`config.mk`:
```
export PLATFORM = sky130hd
export DESIGN_NAME = sac_sequencer
export DESIGN_NICKNAME = d
export VERILOG_FILES = /design/src/include/sac_pkg.sv /design/src/core/sac_sync.sv /design/src/core/sac_sequencer.sv
export VERILOG_INCLUDE_DIRS = /design/src /design/src/include
export SDC_FILE = /design/constraint.sdc
export NUM_CORES = 1
export LEC_CHECK = 0
export ABC_CLOCK_PERIOD_IN_PS = 6000
export BUFFER_PORTS_ARGS = -buffer_cell sky130_fd_sc_hd__buf_2
export CORE_ASPECT_RATIO = 1.25
export CORE_MARGIN = 2
export CORE_UTILIZATION = 64
export CTS_BUF_LIST = sky130_fd_sc_hd__clkbuf_4
export CTS_CLUSTER_SIZE = 20
export DETAILED_ROUTE_END_ITERATION = 10
export PLACE_DENSITY = 0.92
export SETUP_SLACK_MARGIN = 0.2
export SYNTH_ARGS = -nofsm -noshare
export SYNTH_HDL_FRONTEND = slang
export SYNTH_SLANG_ARGS = --single-unit
```
`constraint.sdc`:
```
create_clock -name ref_clk -period 6 [get_ports ref_clk]
set_input_delay 0.6 -clock ref_clk [delete_from_list [all_inputs] [get_ports ref_clk]]
set_output_delay 0.6 -clock ref_clk [all_outputs]
set_load 0.01 [all_outputs]
```
`src/include/sac_params.svh`:
```
// Timing counts, widths and reset values for the conversion sequencer
`ifndef SAC_PARAMS_SVH
`define SAC_PARAMS_SVH

`define SAC_DATA_BITS        10
`define SAC_UPPER_BITS       8
`define SAC_LOWER_BITS       2
`define SAC_PIN_COUNT        5

// Pin positions inside the synchroniser vector
`define SAC_PIN_START        0
`define SAC_PIN_COMP         1
`define SAC_PIN_RANGE        2
`define SAC_PIN_UPPER_EN_N   3
`define SAC_PIN_LOWER_EN_N   4

`define SAC_RESULT_RESET     10'h000
`define SAC_TOP_BIT          10'h200

// ref_clk rate
`define SAC_CLK_MHZ          50

// Least start-pulse width, rounded up to whole cycles
`define SAC_START_MIN_NS     500
`define SAC_START_MIN_CYCLES ((`SAC_START_MIN_NS * `SAC_CLK_MHZ + 999) / 1000)

// Longest time from start rise to ready high, rounded down
`define SAC_CLEAR_MAX_NS     1500
`define SAC_CLEAR_MAX_CYCLES ((`SAC_CLEAR_MAX_NS * `SAC_CLK_MHZ) / 1000)

// Settling time given to each trial bit before the comparator is read
`define SAC_BIT_TIME_NS      2000
`define SAC_BIT_CYCLES       ((`SAC_BIT_TIME_NS * `SAC_CLK_MHZ) / 1000)

`define SAC_TIMER_BITS       8
`define SAC_WIDTH_BITS       6

`endif

```
`src/include/sac_pkg.sv`:
```
// Types shared by the conversion sequencer
`default_nettype none

package sac_pkg;

    typedef enum logic [1:0] {
        SAC_IDLE      = 2'b00,
        SAC_WAIT_FALL = 2'b01,
        SAC_TRIAL     = 2'b10,
        SAC_DONE      = 2'b11
    } sac_state_e;

    typedef logic [9:0] sac_word_t;

endpackage : sac_pkg

`default_nettype wire

```
`src/core/sac_sync.sv`:
```
// Two-flop synchroniser for a group of asynchronous pins
`default_nettype none

module sac_sync #(
    parameter int WIDTH = 1
) (
    input  wire logic             ref_clk,
    input  wire logic             nrst,
    input  wire logic [WIDTH-1:0] async_in,
    output logic      [WIDTH-1:0] sync_out
);

    logic [WIDTH-1:0] stage1_reg;

    // First stage feeds only the second stage
    always_ff @(posedge ref_clk or negedge nrst) begin
        if (!nrst) begin
            stage1_reg <= '0;
            sync_out   <= '0;
        end else begin
            stage1_reg <= async_in;
            sync_out   <= stage1_reg;
        end
    end

endmodule : sac_sync

`default_nettype wire

```
`src/core/sac_sequencer.sv`:
```
// Successive-approximation conversion sequencer with byte-group output buffers
//
// How it works
// - Start rise clears the search and raises ready within 1.5 us.
// - The search begins on the falling edge of start, not the rise.
// - Trial bits run from bit nine down to bit zero, one at a time.
// - Each trial bit is set, then cleared if the comparator reports overshoot.
// - After bit zero is decided, ready goes low: result available.
// - Low upper enable drives eight high bits; low lower enable drives two low bits.
// - Bipolar mode injects the offset, giving offset binary; unipolar gives plain binary.
// - Bipolar mid-scale input yields one followed by nine zeros.
`default_nettype none
`include "sac_params.svh"

module sac_sequencer (
    input  wire logic                        ref_clk,
    input  wire logic                        nrst,
    input  wire logic                        start_pin,
    input  wire logic                        comparator_over,
    input  wire logic                        range_open,
    input  wire logic                        upper_group_enable_n,
    input  wire logic                        lower_group_enable_n,
    output logic                             result_valid_n,
    output logic      [`SAC_UPPER_BITS-1:0]  upper_data,
    output logic                             upper_data_oe,
    output logic      [`SAC_LOWER_BITS-1:0]  lower_data,
    output logic                             lower_data_oe,
    output logic      [`SAC_DATA_BITS-1:0]   dac_code,
    output logic                             bipolar_offset_on,
    output logic                             conv_busy,
    output logic                             start_too_short
);

    // =====================================================================
    // Pin synchronisation
    // =====================================================================
    logic [`SAC_PIN_COUNT-1:0] pins_raw;
    logic [`SAC_PIN_COUNT-1:0] pins_sync;

    assign pins_raw = {lower_group_enable_n, upper_group_enable_n, range_open,
                       comparator_over, start_pin};

    sac_sync #(
        .WIDTH    (`SAC_PIN_COUNT)
    ) u_pin_sync (
        .ref_clk  (ref_clk),
        .nrst     (nrst),
        .async_in (pins_raw),
        .sync_out (pins_sync)
    );

    logic start_s;
    logic comp_s;
    logic range_s;
    logic upper_en_n_s;
    logic lower_en_n_s;

    assign start_s      = pins_sync[`SAC_PIN_START];
    assign comp_s       = pins_sync[`SAC_PIN_COMP];
    assign range_s      = pins_sync[`SAC_PIN_RANGE];
    assign upper_en_n_s = pins_sync[`SAC_PIN_UPPER_EN_N];
    assign lower_en_n_s = pins_sync[`SAC_PIN_LOWER_EN_N];

    // =====================================================================
    // Start edge detection and pulse width check
    // =====================================================================
    logic start_d_reg;
    logic start_rise;
    logic start_fall;

    assign start_rise = start_s & ~start_d_reg;
    assign start_fall = ~start_s & start_d_reg;

    logic [`SAC_WIDTH_BITS-1:0] width_cnt_reg;
    logic [`SAC_WIDTH_BITS-1:0] width_cnt_next;
    logic                       width_full;
    logic                       short_next;

    localparam logic [`SAC_WIDTH_BITS-1:0] START_MIN =
        `SAC_WIDTH_BITS'(`SAC_START_MIN_CYCLES);

    // Counter saturates so a long pulse cannot wrap into a false short flag
    assign width_full     = (width_cnt_reg >= START_MIN);
    assign width_cnt_next = start_rise ? `SAC_WIDTH_BITS'(1) :
                            (start_s && !width_full) ? width_cnt_reg + `SAC_WIDTH_BITS'(1) :
                            width_cnt_reg;
    // Flag is only a diagnostic; a short pulse still starts a conversion
    assign short_next     = start_fall ? !width_full :
                            start_rise ? 1'b0 : start_too_short;

    always_ff @(posedge ref_clk or negedge nrst) begin
        if (!nrst) begin
            start_d_reg     <= 1'b0;
            width_cnt_reg   <= '0;
            start_too_short <= 1'b0;
        end else begin
            start_d_reg     <= start_s;
            width_cnt_reg   <= width_cnt_next;
            start_too_short <= short_next;
        end
    end

    // =====================================================================
    // Search state machine
    // =====================================================================
    localparam logic [`SAC_TIMER_BITS-1:0] BIT_LOAD =
        `SAC_TIMER_BITS'(`SAC_BIT_CYCLES - 1);

    sac_pkg::sac_state_e       state_reg;
    sac_pkg::sac_state_e       state_next;
    sac_pkg::sac_word_t        approximation_register;
    sac_pkg::sac_word_t        approx_next;
    sac_pkg::sac_word_t        trial_reg;
    sac_pkg::sac_word_t        trial_next;
    sac_pkg::sac_word_t        approx_decided;
    logic [`SAC_TIMER_BITS-1:0] timer_reg;
    logic [`SAC_TIMER_BITS-1:0] timer_next;
    logic                      valid_n_next;
    logic                      busy_next;
    logic                      offset_next;
    logic                      timer_done;

    assign timer_done     = (timer_reg == '0);
    // Overshoot turns the trial bit back off
    assign approx_decided = comp_s ? (approximation_register & ~trial_reg)
                                   : approximation_register;

    always_comb begin
        state_next   = state_reg;
        approx_next  = approximation_register;
        trial_next   = trial_reg;
        timer_next   = timer_reg;
        valid_n_next = result_valid_n;
        busy_next    = conv_busy;
        offset_next  = bipolar_offset_on;
        if (start_rise) begin
            // Clear is done a few cycles after the pin rises, well inside the limit
            state_next   = sac_pkg::SAC_WAIT_FALL;
            approx_next  = `SAC_RESULT_RESET;
            trial_next   = '0;
            timer_next   = '0;
            valid_n_next = 1'b1;
            busy_next    = 1'b0;
        end else begin
            case (state_reg)
                sac_pkg::SAC_IDLE: begin
                    state_next = sac_pkg::SAC_IDLE;
                end
                sac_pkg::SAC_WAIT_FALL: begin
                    if (start_fall) begin
                        state_next  = sac_pkg::SAC_TRIAL;
                        approx_next = `SAC_TOP_BIT;
                        trial_next  = `SAC_TOP_BIT;
                        timer_next  = BIT_LOAD;
                        busy_next   = 1'b1;
                        // Open pin reads high: bipolar; grounded: unipolar
                        offset_next = range_s;
                    end
                end
                sac_pkg::SAC_TRIAL: begin
                    if (!timer_done) begin
                        timer_next = timer_reg - `SAC_TIMER_BITS'(1);
                    end else if (trial_reg[0]) begin
                        state_next   = sac_pkg::SAC_DONE;
                        approx_next  = approx_decided;
                        trial_next   = '0;
                        valid_n_next = 1'b0;
                        busy_next    = 1'b0;
                    end else begin
                        approx_next = approx_decided | (trial_reg >> 1);
                        trial_next  = trial_reg >> 1;
                        timer_next  = BIT_LOAD;
                    end
                end
                sac_pkg::SAC_DONE: begin
                    state_next = sac_pkg::SAC_DONE;
                end
                default: begin
                    state_next = sac_pkg::SAC_IDLE;
                end
            endcase
        end
    end

    always_ff @(posedge ref_clk or negedge nrst) begin
        if (!nrst) begin
            state_reg              <= sac_pkg::SAC_IDLE;
            approximation_register <= `SAC_RESULT_RESET;
            trial_reg              <= '0;
            timer_reg              <= '0;
            result_valid_n         <= 1'b1;
            conv_busy              <= 1'b0;
            bipolar_offset_on      <= 1'b0;
        end else begin
            state_reg              <= state_next;
            approximation_register <= approx_next;
            trial_reg              <= trial_next;
            timer_reg              <= timer_next;
            result_valid_n         <= valid_n_next;
            conv_busy              <= busy_next;
            bipolar_offset_on      <= offset_next;
        end
    end

    // =====================================================================
    // Trial code to the DAC and output buffers
    // =====================================================================
    // Data lines always mirror the register; the enables decide whether they reach the bus
    assign dac_code   = approximation_register;
    assign upper_data = approximation_register[`SAC_DATA_BITS-1:`SAC_LOWER_BITS];
    assign lower_data = approximation_register[`SAC_LOWER_BITS-1:0];

    // Enables left low during a conversion show trial bits; floating them is the host's job
    always_ff @(posedge ref_clk or negedge nrst) begin
        if (!nrst) begin
            upper_data_oe <= 1'b0;
            lower_data_oe <= 1'b0;
        end else begin
            upper_data_oe <= ~upper_en_n_s;
            lower_data_oe <= ~lower_en_n_s;
        end
    end

endmodule : sac_sequencer

`default_nettype wire

```
Word level (Yosys, flattened, before mapping)
Index checks and enable logic that the tools add are counted.
Cells by class
  equal/unequal tests: 7
  order comparisons: 1
  multiplexer cells: 31
  bitwise logic cells: 10
  $add $sub $neg: 2
  reductions and logical operators: 16
Operators with widths (number)
  two-way mux 10 bit: 7
  one-hot mux 10 bit (2 select lines): 2
  two-way mux 8 bit: 4
  one-hot mux 8 bit (2 select lines): 1
  AND reduction 3 bit: 5
  two-way mux 6 bit: 2
  AND 10 bit: 1
  inverter 10 bit: 1
  OR 10 x 9 -> 10 bit: 1
  nonzero test 2 bit: 5
  two-way mux 9 bit: 1
  inequality test 3 bit (second input constant): 3
  zero test 8 bit: 1
  two-way mux 1 bit: 8
  two-way mux 2 bit: 4
  one-hot mux 2 bit (4 select lines): 1
  subtractor 8 x 1 -> 8 bit (second input constant): 1
  adder 6 x 1 -> 6 bit (second input constant): 1
  greater-or-equal comparator 6 x 5 -> 1 bit (second input constant): 1
  inverter 1 bit: 5
  equality test 2 bit (second input constant): 2
  inequality test 4 bit (second input constant): 1
  AND reduction 4 bit: 1
  nonzero test 3 bit: 1
  6 further kinds: 7
Storage, ports and cells
  bits of input ports: 7
  output and inout bits: 26
  register bits after elaboration: 53
  word-level logic and storage cells: 81

Depth between registers and ports, before layout
Gate-level depths: netlist (run 1).
  word-level depth: 8
  mapped depth: 8
  gate-level depth less buffers: 6

Modules after synthesis
A second synthesis (run 1) with hierarchy kept.
Second synthesis, totals
  cells, all modules: 226
  area total of the unflattened synthesis: 2517.4 um2
Modules (own cells, without submodules)
  sac_sequencer: sequential area each 1077.3 um2, area each 2267.2 um2, cells an instance 216, times used 1
  sac_sync: sequential area each 250.2 um2, area each 250.2 um2, cells an instance 10, times used 1

Worst setup path before layout (run 1)
Ideal clock, no wire load.
  path type: register -> register
  start: register u_pin_sync.sync_out[0]
  end: register timer_reg[0]
  library setup time: 125 ps
  stages on the path, launching flop included: 7
  buffers on the path: 1
  period minus slack after synthesis: 1972 ps
  path slack: 4028 ps
  arrival: 1847 ps
  data required time: 5875 ps
  cells stage by stage: dfrtp_1 > ha_1 > buf_2 > or3b_4 > and3b_1 > or2_2 > mux2_2
On the way
  elaborated cells on any way between the ends: 8
  those cells by class: eq/ne (2); mux (1); bitwise (3); reduce/logical (2)
RTL lines
  from (decl): RTL line sac_sync.sv:10  | output logic [WIDTH-1:0] sync_out
  from (signal assigned): RTL line sac_sync.sv:22  | sync_out <= stage1_reg;
  AND 1 bit *: RTL line sac_sequencer.sv:71  | assign start_rise = start_s & ~start_d_reg;
  named net start_rise: RTL line sac_sequencer.sv:68  | logic start_rise;
  inequality test 4 bit (no source line), or another cell as far along
  AND reduction 3 bit (no source line)
  to (signal assigned): RTL line sac_sequencer.sv:198  | timer_reg <= timer_next;
  to (decl): RTL line sac_sequencer.sv:116  | logic [`SAC_TIMER_BITS-1:0] timer_reg;
The timed path passes the listed nets; every way through them passes the cells marked *.
A chain may end at the register's enable or synchronous reset.

Final worst setup path (run 1)
  start: register start_d_reg
  end: register approximation_register[6], in the netlist dac_code[6]
On the way
  cells in the longest elaborated chain, start to end: 4
  elaborated cells on any way between the ends: 8
  those cells by class: eq/ne (2); mux (1); bitwise (3); reduce/logical (2)
Ends and longest elaborated chain
  from (decl): RTL line sac_sequencer.sv:67  | logic start_d_reg;
  from (signal assigned): RTL line sac_sequencer.sv:97  | start_d_reg <= start_s;
  inverter 1 bit *: RTL line sac_sequencer.sv:71
  AND 1 bit *: RTL line sac_sequencer.sv:71
  named net start_rise: RTL line sac_sequencer.sv:68
  inequality test 3 bit (no source line) / nonzero test 3 bit (equally long branches)
  AND reduction 3 bit (no source line)
  to (signal assigned): RTL line sac_sequencer.sv:188  | approximation_register <= `SAC_RESULT_RESET;
  to (signal assigned): RTL line sac_sequencer.sv:196  | approximation_register <= approx_next;
  to (decl): RTL line sac_sequencer.sv:111  | sac_pkg::sac_word_t approximation_register;
Marked as above.

==> summary.md, run 1 <==
| Metric | Value |
|---|---|
| PortBufs | `32` |
| Peak supply drop | `0.282 mV` |
| Post-DR wirelength/cell | `16.3 um` |
| Pins Over Slew Limit | `0` |
| Multi-input gate area | `928 um2` |
| FFs w/ async S/R, synth | `between 90% and 100%` |
| Die H | `73.3 um` |
| Avg Cell Area, Syn | `around 12 um2` |
| Clock latency on the worst-skew pair | `approximately 0.38 ns` |
| Postcts setup bufs | `0` |
| Register area | `1330 um2` |
| Initial antenna violation count | `0` |
| Share of cells above drive strength 1 | `22.3%` |
| Clock Skew | `0.0127 ns` |
| # fillers | `245` |
| Final hold vios | `0` |
| CTS Buffer Depth | `2` |
| CP endpoint kind | `flip-flop` |
| DR pass1 iterations | `4` |
| Clock tree from TritonCTS | `done` |
| Total grt overflow | `0` |
| Via density per instance | `~6.3` |
| Lkg Pwr | `1.26 nW` |
| Synth-to-Final Area Change | `6.62%` |
| Initial Util | `66.0%` |
| Post-synth top flop | `dfrtp_1` |
| Gpl congestion | `0.771` |
| Post-synthesis cell area | `2460 um2` |
| Fin crit share | `between 40 and 50%` |
| Hold-fix buffers at CTS | `0` |
| Setup TNS Final | `0 ns` |
| RSZ-0062 raised after global routing | `false` |
| WL final | `~4500 um` |
| CP max FO | `17` |
| CTS Root Buffer Type | `clkbuf_4` |
| Hold Crit Class | `in -> async` |
| Finished Cell Area | `2620 um2` |
| Via count | `1720` |
| Placed wire-length estimate | `roughly 3000 um` |
| Number of synthesized register bits | `53` |
| Post-CTS Resized | `0` |
| Final Critical Period | `2.57 ns` |
| Final setup violation count | `0` |
| Iteration-0 DRC Markers | `between 50 and 60` |
| Crit start category | `flip-flop` |
| Worst-Margin Slew | `0.928 ns` |
| Clock Sinks | `53` |
| Syn Nets | `about 230` |
| Run status | `complete, no violations` |
| Clock-pin slew on the worst setup and hold paths | `0.16 ns` |
| Io pins | `33` |
| F_max | `approximately 390 MHz` |
| Die Span X | `between 50 and 60 um` |
| Slew margin rel. | `37.8%` |
| Post-synth EDFFs | `0` |
| # nets final | `roughly 250` |
| Largest net degree at the start of global routing | `54` |
| Yosys warns | `0` |
| Power density cells | `approximately 340 nW/um2` |
| Max cap viols | `0` |
| Number of remaining DRC errors | `0` |
| Core area | `3720 um2` |
| Placed cell area | `between 2000 and 3000 um2` |
| Syn Inst Count | `212` |
| GRT Util Overall | `roughly 22%` |
| Distinct cells, synth | `49` |
| Via count of the first global-routing pass | `1643` |
| Critical Path RT | `6.34 ns` |
| Die area | `roughly 4400 um2` |
| Ant diodes | `0` |
| Total CTS buffers | `5` |
| Final ANT Viol Nets | `0` |
| Seq/Total Area, Yosys | `between 50 and 60%` |
| Rows | `25` |
| CTS HTree Levels | `2` |
| Register-to-register setup slack | `3.43 ns` |
| Crit path DAT | `2.91 ns` |
| Crit Path Class | `reg -> reg` |
| First-pass GRT wire length | `7280 um` |
critical path, cell delays in order, from the launching register on:
cell     delay [ns]
dfrtp_1        0.43
inv_1          0.06
ha_1           0.40
or3b_4         0.58
nor3_2         0.77
a221o_1        0.29
cells in the mapped netlist, drive strengths merged, types with 2 or more instances:
cell type,number,share of area (%)
nand3,3,0.61
o22a,2,0.71
o31ai,5,2.1
a41oi,2,0.71
nor3,3,0.82
nor2,7,1.1
a211oi,3,0.92
and2b,2,0.66
a22o,8,2.9
a211o,2,0.71
dfrtp,52,53
a221o,8,3.3
a31oi,3,0.76
mux2,3,1.4
clkbuf,2,0.31
o21ai,4,0.82
buf,18,5.4
a21oi,10,2.0
inv,16,2.4
or4,4,1.2
or2,2,0.51
or3,4,1.0
nor3b,10,3.1
nand3b,2,0.61
a21o,3,0.92
o211ai,2,0.61
o21a,2,0.61
nor4,2,0.76
nand2,8,1.2
ha,8,4.1
cells by family (layout without fill, tap and decap cells):
family                     count (synthesis)  in the layout  synth area share (%)
muxes                                      4              4                  1.78
DFF                                       53             53                  54.1
AOI/OAI and AO/OA                         57             57                  17.9
and+or+nand+nor                           53             53                  13.7
xor gates and xnor gates                   1              1                 0.357
buffers and inverters                     36             57                  8.15
adders and majority gates                  8              8                  4.08
metrics by stage:
step	hold WS [ns]	instances	util [%]	setup WS, ns	total power [W]
after floorplan	0.304	212	-	4.03	0.000625
after global placement	0.333	265	68.1	3.51	0.000665
after detailed placement	0.336	265	68.1	3.44	0.000676
after CTS	0.298	273	70.4	3.42	0.000882
after global routing	0.284	273	70.4	3.24	0.000925
final	0.289	273	70.4	3.43	0.000878
area by class of cell:
type                       instances  share of cell area (%)
clock inverter                     3                    1.82
sequential                        53                    50.7
inverter                          16                    2.29
timing repair buffer              33                    6.40
clock buffer                       5                    1.43
multi-input combinational        123                    35.5
tap                               40                    1.91
metal layers:
layer | share of wire (%) | routed length [um] | vias to the layer above | track usage, %
met3 | 3.4 | 151 | 14 | 4.40
met5 | 0 | 0 | - | 0
met1 | 44 | 1960 | 863 | 29.6
li1 | - | - | 800 | -
met2 | 50 | 2210 | 43 | 34.2
met4 | 3.0 | 132 | 0 | 12.9
placed cells by master (no fill, tap or decap), types with 4 or more instances in the layout:
master    synthesis  routed
o31ai_1           4       4
or3_1             4       4
buf_2             4      32
a221o_1           8       8
a22o_1            8       8
o21ai_0           4       4
nor2_1            7       7
a21oi_1          10      10
inv_1            16      16
clkbuf_4          0       5
dfrtp_1          52      52
nor3b_1          10      10
ha_1              8       8
or4_1             4       4
nand2_1           8       8
where the power goes:
part | switching [W] | internal [W]
Combinational | 0.000125 | 0.0000894
Clock | 0.000116 | 0.0000908
Sequential | 0.0000531 | 0.000404
Total | 0.000294 | 0.000584
worst paths after layout:
| path | to | depth (start not counted) | from |
|---|---|---|---|
| max | dac_code[6] | 5 | start_d_reg |
| min | width_cnt_reg[3] | 2 | nrst |
| max reg2reg | dac_code[6] | 5 | start_d_reg |
| min reg2reg | u_pin_sync.sync_out[3] | 0 | u_pin_sync.stage1_reg[3] |
| max in group asynchronous | dac_code[2] | 2 | nrst |
| min in group ref_clk | u_pin_sync.stage1_reg[0] | 1 | start_pin |
No activity file was read; power rests on OpenSTA's default activity.
==> run 2: changes to the inputs <==
ABC_CLOCK_PERIOD_IN_PS = 2600   (was 6000)
CORE_UTILIZATION = 59   (was 64)
PLACE_DENSITY = 0.86   (was 0.92)
clock period = 2.6 ns   (was 6 ns; I/O delays follow)
==> run 2 against run 1 <==
  * The run now ends with hold timing left
  * Power grew 120%
  * Die area up 7.9%
  * Sequential cell count unchanged
  * Setup slack lost 3.0 ns
  * Clock power rose by 80%
  * Clock-buffer cell count is the same
  * Register-to-register slack lost 3.0 ns
  * Non-clock buffer count is 9 higher
  * Sequential power increased by 130%
  * Via count decreased by 0.81%
  * Largest cell class unchanged
==> summary.md, run 2 (synthesized netlist as in run 1, its figures left out) <==
| Metric | Value |
|---|---|
| Worst-Margin Slew | `0.929 ns (+0.000379 ns)` |
| Max cap viols | `0 (unchanged)` |
| Setup TNS Final | `0 ns (unchanged)` |
| Ant diodes | `0 (unchanged)` |
| Number of remaining DRC errors | `0 (unchanged)` |
| First-pass GRT wire length | `8040 um (+10%)` |
| FF-to-FF Start | `u_pin_sync.sync_out[0]` |
| WL final | `4480 um (+0.70%)` |
| Critical Path RT | `2.91 ns (-3.43 ns)` |
| Slowest CP cell | `o31ai_4` |
| Final ANT Viol Nets | `0 (unchanged)` |
| Clock-pin slew on the worst setup and hold paths | `0.16 ns (about the same)` |
| # nets final | `256 (+3.6%)` |
| Gpl congestion | `0.781 (+1.3%)` |
| Hold Crit Class | `in -> async` |
| PortBufs | `32 (unchanged)` |
| Worst reg2reg endpoint | `dac_code[5]` |
| Worst setup margin | `0.439 ns (-2.99 ns)` |
| RSZ-0062 raised after global routing | `false` |
| Power density cells | `721 nW/um2 (+120%)` |
| Register-to-register setup slack | `0.44 ns (-2.99 ns)` |
| Clock latency on the worst-skew pair | `0.37 ns (about the same)` |
| Slew margin rel. | `38.1% (+0.31 points)` |
| Via count | `1706 (-0.81%)` |
| Clock Sinks | `53 (unchanged)` |
| Final Critical Period | `2.16 ns (-0.413 ns)` |
| Die area | `4700 um2 (+7.9%)` |
| # fillers | `340 (+39%)` |
| CTS Buffer Depth | `2 (unchanged)` |
| Placed cell area | `2580 um2 (+2.0%)` |
| Total CTS buffers | `5 (unchanged)` |
| Rows | `26 (+4.0%)` |
| Failing checks | `hold timing` |
| Worst path cell trace | `ha_1 -> buf_4 -> o31ai_4 -> or2_1 -> a221o_1` |
| Die Span X | `61.7 um (+3.9%)` |
| Worst hold slack | `-0.00302 ns (-0.292 ns)` |
| CTS HTree Levels | `2 (unchanged)` |
| Most frequent cells in the layout | `dfrtp_1 (52), buf_2 (32), inv_1 (16), nor3b_1 (10), a21oi_1 (10)` |
| Commonest non-fill, non-tap cell in the layout | `dfrtp_1` |
| Placed insts | `285 (+7.5%)` |
| Total grt overflow | `0 (unchanged)` |
| Largest net degree at the start of global routing | `44 (-19%)` |
| F_max | `463 MHz (+19%)` |
| Finished Cell Area | `2700 um2 (+3.0%)` |
| Lkg Pwr | `1.28 nW (+2.2%)` |
| Reg2reg path depth | `5 (unchanged)` |
| Run status | `finished, violations left` |
| Clock tree from TritonCTS | `done` |
| CP max FO | `16 (-1)` |
| Placed wire-length estimate | `3070 um (+3.6%)` |
| Io pins | `33 (unchanged)` |
| Peak supply drop | `0.577 mV (+100%)` |
| GRT Util Overall | `22.4% (+0.068 points)` |
| Iteration-0 DRC Markers | `73 (+43%)` |
| Crit start category | `flip-flop` |
| Share of cells above drive strength 1 | `23.1% (+0.82 points)` |
| Crit-path max cell delay | `0.56 ns (-0.21 ns)` |
| Die H | `76.1 um (+3.9%)` |
| Via density per instance | `5.72 (-9.1%)` |
| Initial antenna violation count | `0 (unchanged)` |
| Initial Util | `60.9% (-5.1 points)` |
| Place WS | `0.479 ns (-2.96 ns)` |
| CP endpoint kind | `flip-flop` |
| CTS Root Buffer Type | `clkbuf_4` |
| Core area | `4030 um2 (+8.4%)` |
| Via count of the first global-routing pass | `1740 (+5.9%)` |
| Synth-to-Final Area Change | `9.78%` |
| Post-DR wirelength/cell | `15.0 um (-7.8%)` |
| Layout Cells excl Fill | `298 (+9.2%)` |
| DR pass1 iterations | `4 (unchanged)` |
| Crit Path Class | `reg -> reg` |
| Final hold vios | `1 (+1)` |
| Fin crit share | `83.1% (+40 points)` |
| Final setup violation count | `0 (unchanged)` |
| Clock Skew | `0.0152 ns (+0.00245 ns)` |
| Pins Over Slew Limit | `0 (unchanged)` |
| Crit path DAT | `2.47 ns (-0.44 ns)` |
## run 2: changes by cell type in the layout (fill, tap and decap cells not counted)
cell,change
buf_4,+4
clkinvlp_4,+1
bufinv_16,-1
inv_6,-1
dlygate4sd3_1,+5
clkinv_4,+1
## run 2: how the worst max path moves through the flow
stage	from	endpoint	slack, ns	depth (start not counted)
4_1_cts	u_pin_sync.sync_out[0]	dac_code[5]	0.44	5
5_1_grt	u_pin_sync.sync_out[0]	dac_code[3]	0.30	5
6_report	u_pin_sync.sync_out[0]	dac_code[5]	0.44	5
2_1_floorplan	u_pin_sync.sync_out[0]	timer_reg[0]	0.63	6
3_3_place_gp	u_pin_sync.sync_out[0]	timer_reg[0]	0.51	5
3_5_place_dp	u_pin_sync.sync_out[0]	timer_reg[0]	0.48	5
## run 2: layout make-up
type	count	area, um2	area share (%)
clock inverters	3	25.0	0.928
inverters	16	60.1	2.23
multi-input cells	123	928	34.4
flip-flops and latches	53	1330	49.2
repair buffers	42	248	9.19
well taps	56	70.1	2.60
clock buffers	5	37.5	1.39
## run 2: per-layer routing
layer  vias to the layer above  track usage (%)  wire, um
li1                        816                -         -
met3                         6             4.92       165
met4                         0             8.30        68
met2                        36             34.3      2260
met5                         -                0         0
met1                       848             31.0      1990
## run 2: through the flow
step | hold slack, ns | util (%) | power [W]
after CTS | 0.0286 | 66.8 | 0.00196
after global placement | 0.333 | 64.1 | 0.00155
final | -0.00302 | 66.8 | 0.00194
after global routing | 0.0671 | 66.8 | 0.00207
after floorplan | -0.0356 | - | 0.00144
after detailed placement | 0.337 | 64.1 | 0.00158
## run 2: critical path: cells and delay by family (launching register included)
kind,cells,cell delay (ns)
AOI/OAI and AO/OA,2,0.78
DFF,1,0.45
and+or+nand+nor,1,0.41
adders and majority gates,1,0.25
buffers and inverters,1,0.21
## run 2: power by group
group	switching (W)	internal, W
logic	0.000299	0.000223
registers	0.000117	0.000931
clock network	0.000262	0.000111
total	0.000678	0.00126
## run 2: what timing repair did
action	CTS	global route
endpoints found under the hold margin	5	0
buffers inserted	0	0
hold buffers	5	0
gates resized for setup	0	0
==> run 3: changes to the inputs <==
ABC_CLOCK_PERIOD_IN_PS = 2250   (was 2600)
clock period = 2.25 ns   (was 2.6 ns; I/O delays follow)
==> run 3 against run 2 <==
  * The flow now finishes without violations
  * Die area is the same
  * Combinational power grew 27%
  * Power increased by 19%
==> summary.md, run 3 (synthesized netlist as in run 1, its figures left out) <==
| Metric | Value |
|---|---|
| Run status | `complete, no violations` |
| Via count | `1807 (+5.9%)` |
| Commonest non-fill, non-tap cell in the layout | `dfrtp_1` |
| Gpl congestion | `0.798 (+2.2%)` |
| PortBufs | `32 (unchanged)` |
| Worst-Margin Slew | `0.598 ns (-0.330 ns)` |
| Critical Path RT | `2.53 ns (-0.38 ns)` |
| Clock latency on the worst-skew pair | `0.38 ns (about the same)` |
| Final Critical Period | `2.01 ns (-0.156 ns)` |
| Ant diodes | `0 (unchanged)` |
| CTS Buffer Depth | `2 (unchanged)` |
| Final Util | `70.0% (+3.2 points)` |
| Share of cells above drive strength 1 | `27.5% (+4.3 points)` |
| Placed insts | `288 (+1.1%)` |
| DR pass1 iterations | `4 (unchanged)` |
| CTS HTree Levels | `2 (unchanged)` |
| Setup TNS Final | `0 ns (unchanged)` |
| Largest net degree at the start of global routing | `29 (-34%)` |
| Placed wire-length estimate | `3220 um (+5.0%)` |
| FF-to-FF Start | `timer_reg[0]` |
| Crit path DAT | `2.29 ns (-0.18 ns)` |
| Die Span X | `61.7 um (unchanged)` |
| Most frequent cells in the layout | `dfrtp_1 (52), buf_2 (32), inv_1 (16), buf_4 (15), a21oi_1 (10)` |
| Layout Cells excl Fill | `311 (+4.4%)` |
| Post-DR wirelength/cell | `15.2 um (+1.2%)` |
| RSZ-0062 raised after global routing | `true` |
| Number of remaining DRC errors | `0 (unchanged)` |
| Die H | `76.1 um (unchanged)` |
| Register-to-register setup slack | `0.24 ns (-0.19 ns)` |
| F_max | `499 MHz (+7.8%)` |
| Final setup violation count | `0 (unchanged)` |
| GRT Util Overall | `21.9% (-0.49 points)` |
| Total grt overflow | `0 (unchanged)` |
| Pins Over Slew Limit | `0 (unchanged)` |
| WL final | `4730 um (+5.6%)` |
| Clock tree from TritonCTS | `done` |
| Slew margin rel. | `60.1% (+22 points)` |
| Clock-pin slew on the worst setup and hold paths | `0.16 ns (about the same)` |
| First-pass GRT wire length | `7810 um (-2.8%)` |
| Reg2reg path depth | `6 (+1)` |
| Fin crit share | `89.1% (+6.0 points)` |
| Crit start category | `flip-flop` |
| Via density per instance | `5.81 (+1.5%)` |
| Clock Skew | `0.00997 ns (-0.00521 ns)` |
| Clock Sinks | `53 (unchanged)` |
| Worst reg2reg endpoint | `timer_reg[0]` |
| Via count of the first global-routing pass | `1671 (-4.0%)` |
| Power density cells | `820 nW/um2 (+14%)` |
| Initial antenna violation count | `0 (unchanged)` |
| Crit Path Class | `reg -> reg` |
| Peak supply drop | `0.496 mV (-14%)` |
| Total Power | `0.00232 W (+19%)` |
| # nets final | `269 (+5.1%)` |
| Io pins | `33 (unchanged)` |
| CP max FO | `5 (-11)` |
| Rows | `26 (unchanged)` |
| CP endpoint kind | `flip-flop` |
| Synth-to-Final Area Change | `15.0%` |
| Total CTS buffers | `5 (unchanged)` |
| Final ANT Viol Nets | `0 (unchanged)` |
| CTS Root Buffer Type | `clkbuf_4` |
| Core area | `4030 um2 (unchanged)` |
| Iteration-0 DRC Markers | `88 (+21%)` |
| Initial Util | `60.9% (unchanged)` |
| Lkg Pwr | `1.36 nW (+5.6%)` |
| Hold Crit Class | `in -> async` |
| Final hold vios | `0 (-1)` |
| Max cap viols | `0 (unchanged)` |
| Die area | `4700 um2 (unchanged)` |
run 3: cell count changes in the layout (fill, tap and decap cells not counted), sizes merged:
cell / change
buf: +12
clkinv: +1
clkinvlp: -1
dlygate4sd3: +1
run 3: layout make-up:
| cell class | count | area (um2) |
|---|---|---|
| clock buffer | 5 | 37.5 |
| clock inverter | 3 | 26.3 |
| fill | 313 | 1210 |
| inverter | 16 | 60.1 |
| multi-input combinational | 123 | 938 |
| sequential | 53 | 1330 |
| tap | 56 | 70.1 |
| timing repair buffer | 55 | 364 |
run 3: worst max-delay path: stages, from the launching register on:
cell and delay (ns):
dfrtp_1 0.44, inv_1 0.10, ha_1 0.16, nor4bb_1 0.46, and3b_1 0.25, or2_2 0.17, mux2_2 0.34
run 3: repair_timing:
item | 4_1_cts | 5_1_grt
pin swaps | 2 | 2
buffers inserted | 3 | 6
hold buffers | 6 | 0
hold endpoints to repair | 29 | 0
resized for setup | 1 | 2
endpoints found under the setup margin | 21 | 16
run 3: metal layers:
| metal | routed length [um] | track usage [%] |
|---|---|---|
| met4 | 131 | 10.6 |
| met1 | 2110 | 29.9 |
| met3 | 145 | 4.07 |
| met5 | 0 | 0 |
| met2 | 2340 | 33.2 |
run 3: how the worst max path moves through the flow:
stage / start / to / slack [ns] / depth (start not counted)
final: timer_reg[0] / timer_reg[0] / 0.24 / 6
after CTS: start_d_reg / timer_reg[7] / 0.20 / 7
after global routing: timer_reg[0] / dac_code[0] / 0.15 / 6
after floorplan: u_pin_sync.sync_out[0] / timer_reg[0] / 0.28 / 6
after detailed placement: timer_reg[0] / dac_code[0] / 0.14 / 6
after global placement: timer_reg[0] / dac_code[0] / 0.17 / 6
run 3: power breakdown:
part           switching [W]  total, W  internal, W
clock network       0.000310  0.000440     0.000131
registers           0.000137   0.00121      0.00108
logic               0.000361  0.000662     0.000300
run 3: metrics by stage:
stage / instance area, um2 / hold WS, ns / worst slack, ns
final: 2820 / 0.356 / 0.244
after global routing: 2820 / 0.378 / 0.152
after global placement: 2620 / 0.259 / 0.174
after floorplan: 2460 / -0.0706 / 0.278
after CTS: 2770 / 0.369 / 0.200
after detailed placement: 2620 / 0.268 / 0.137
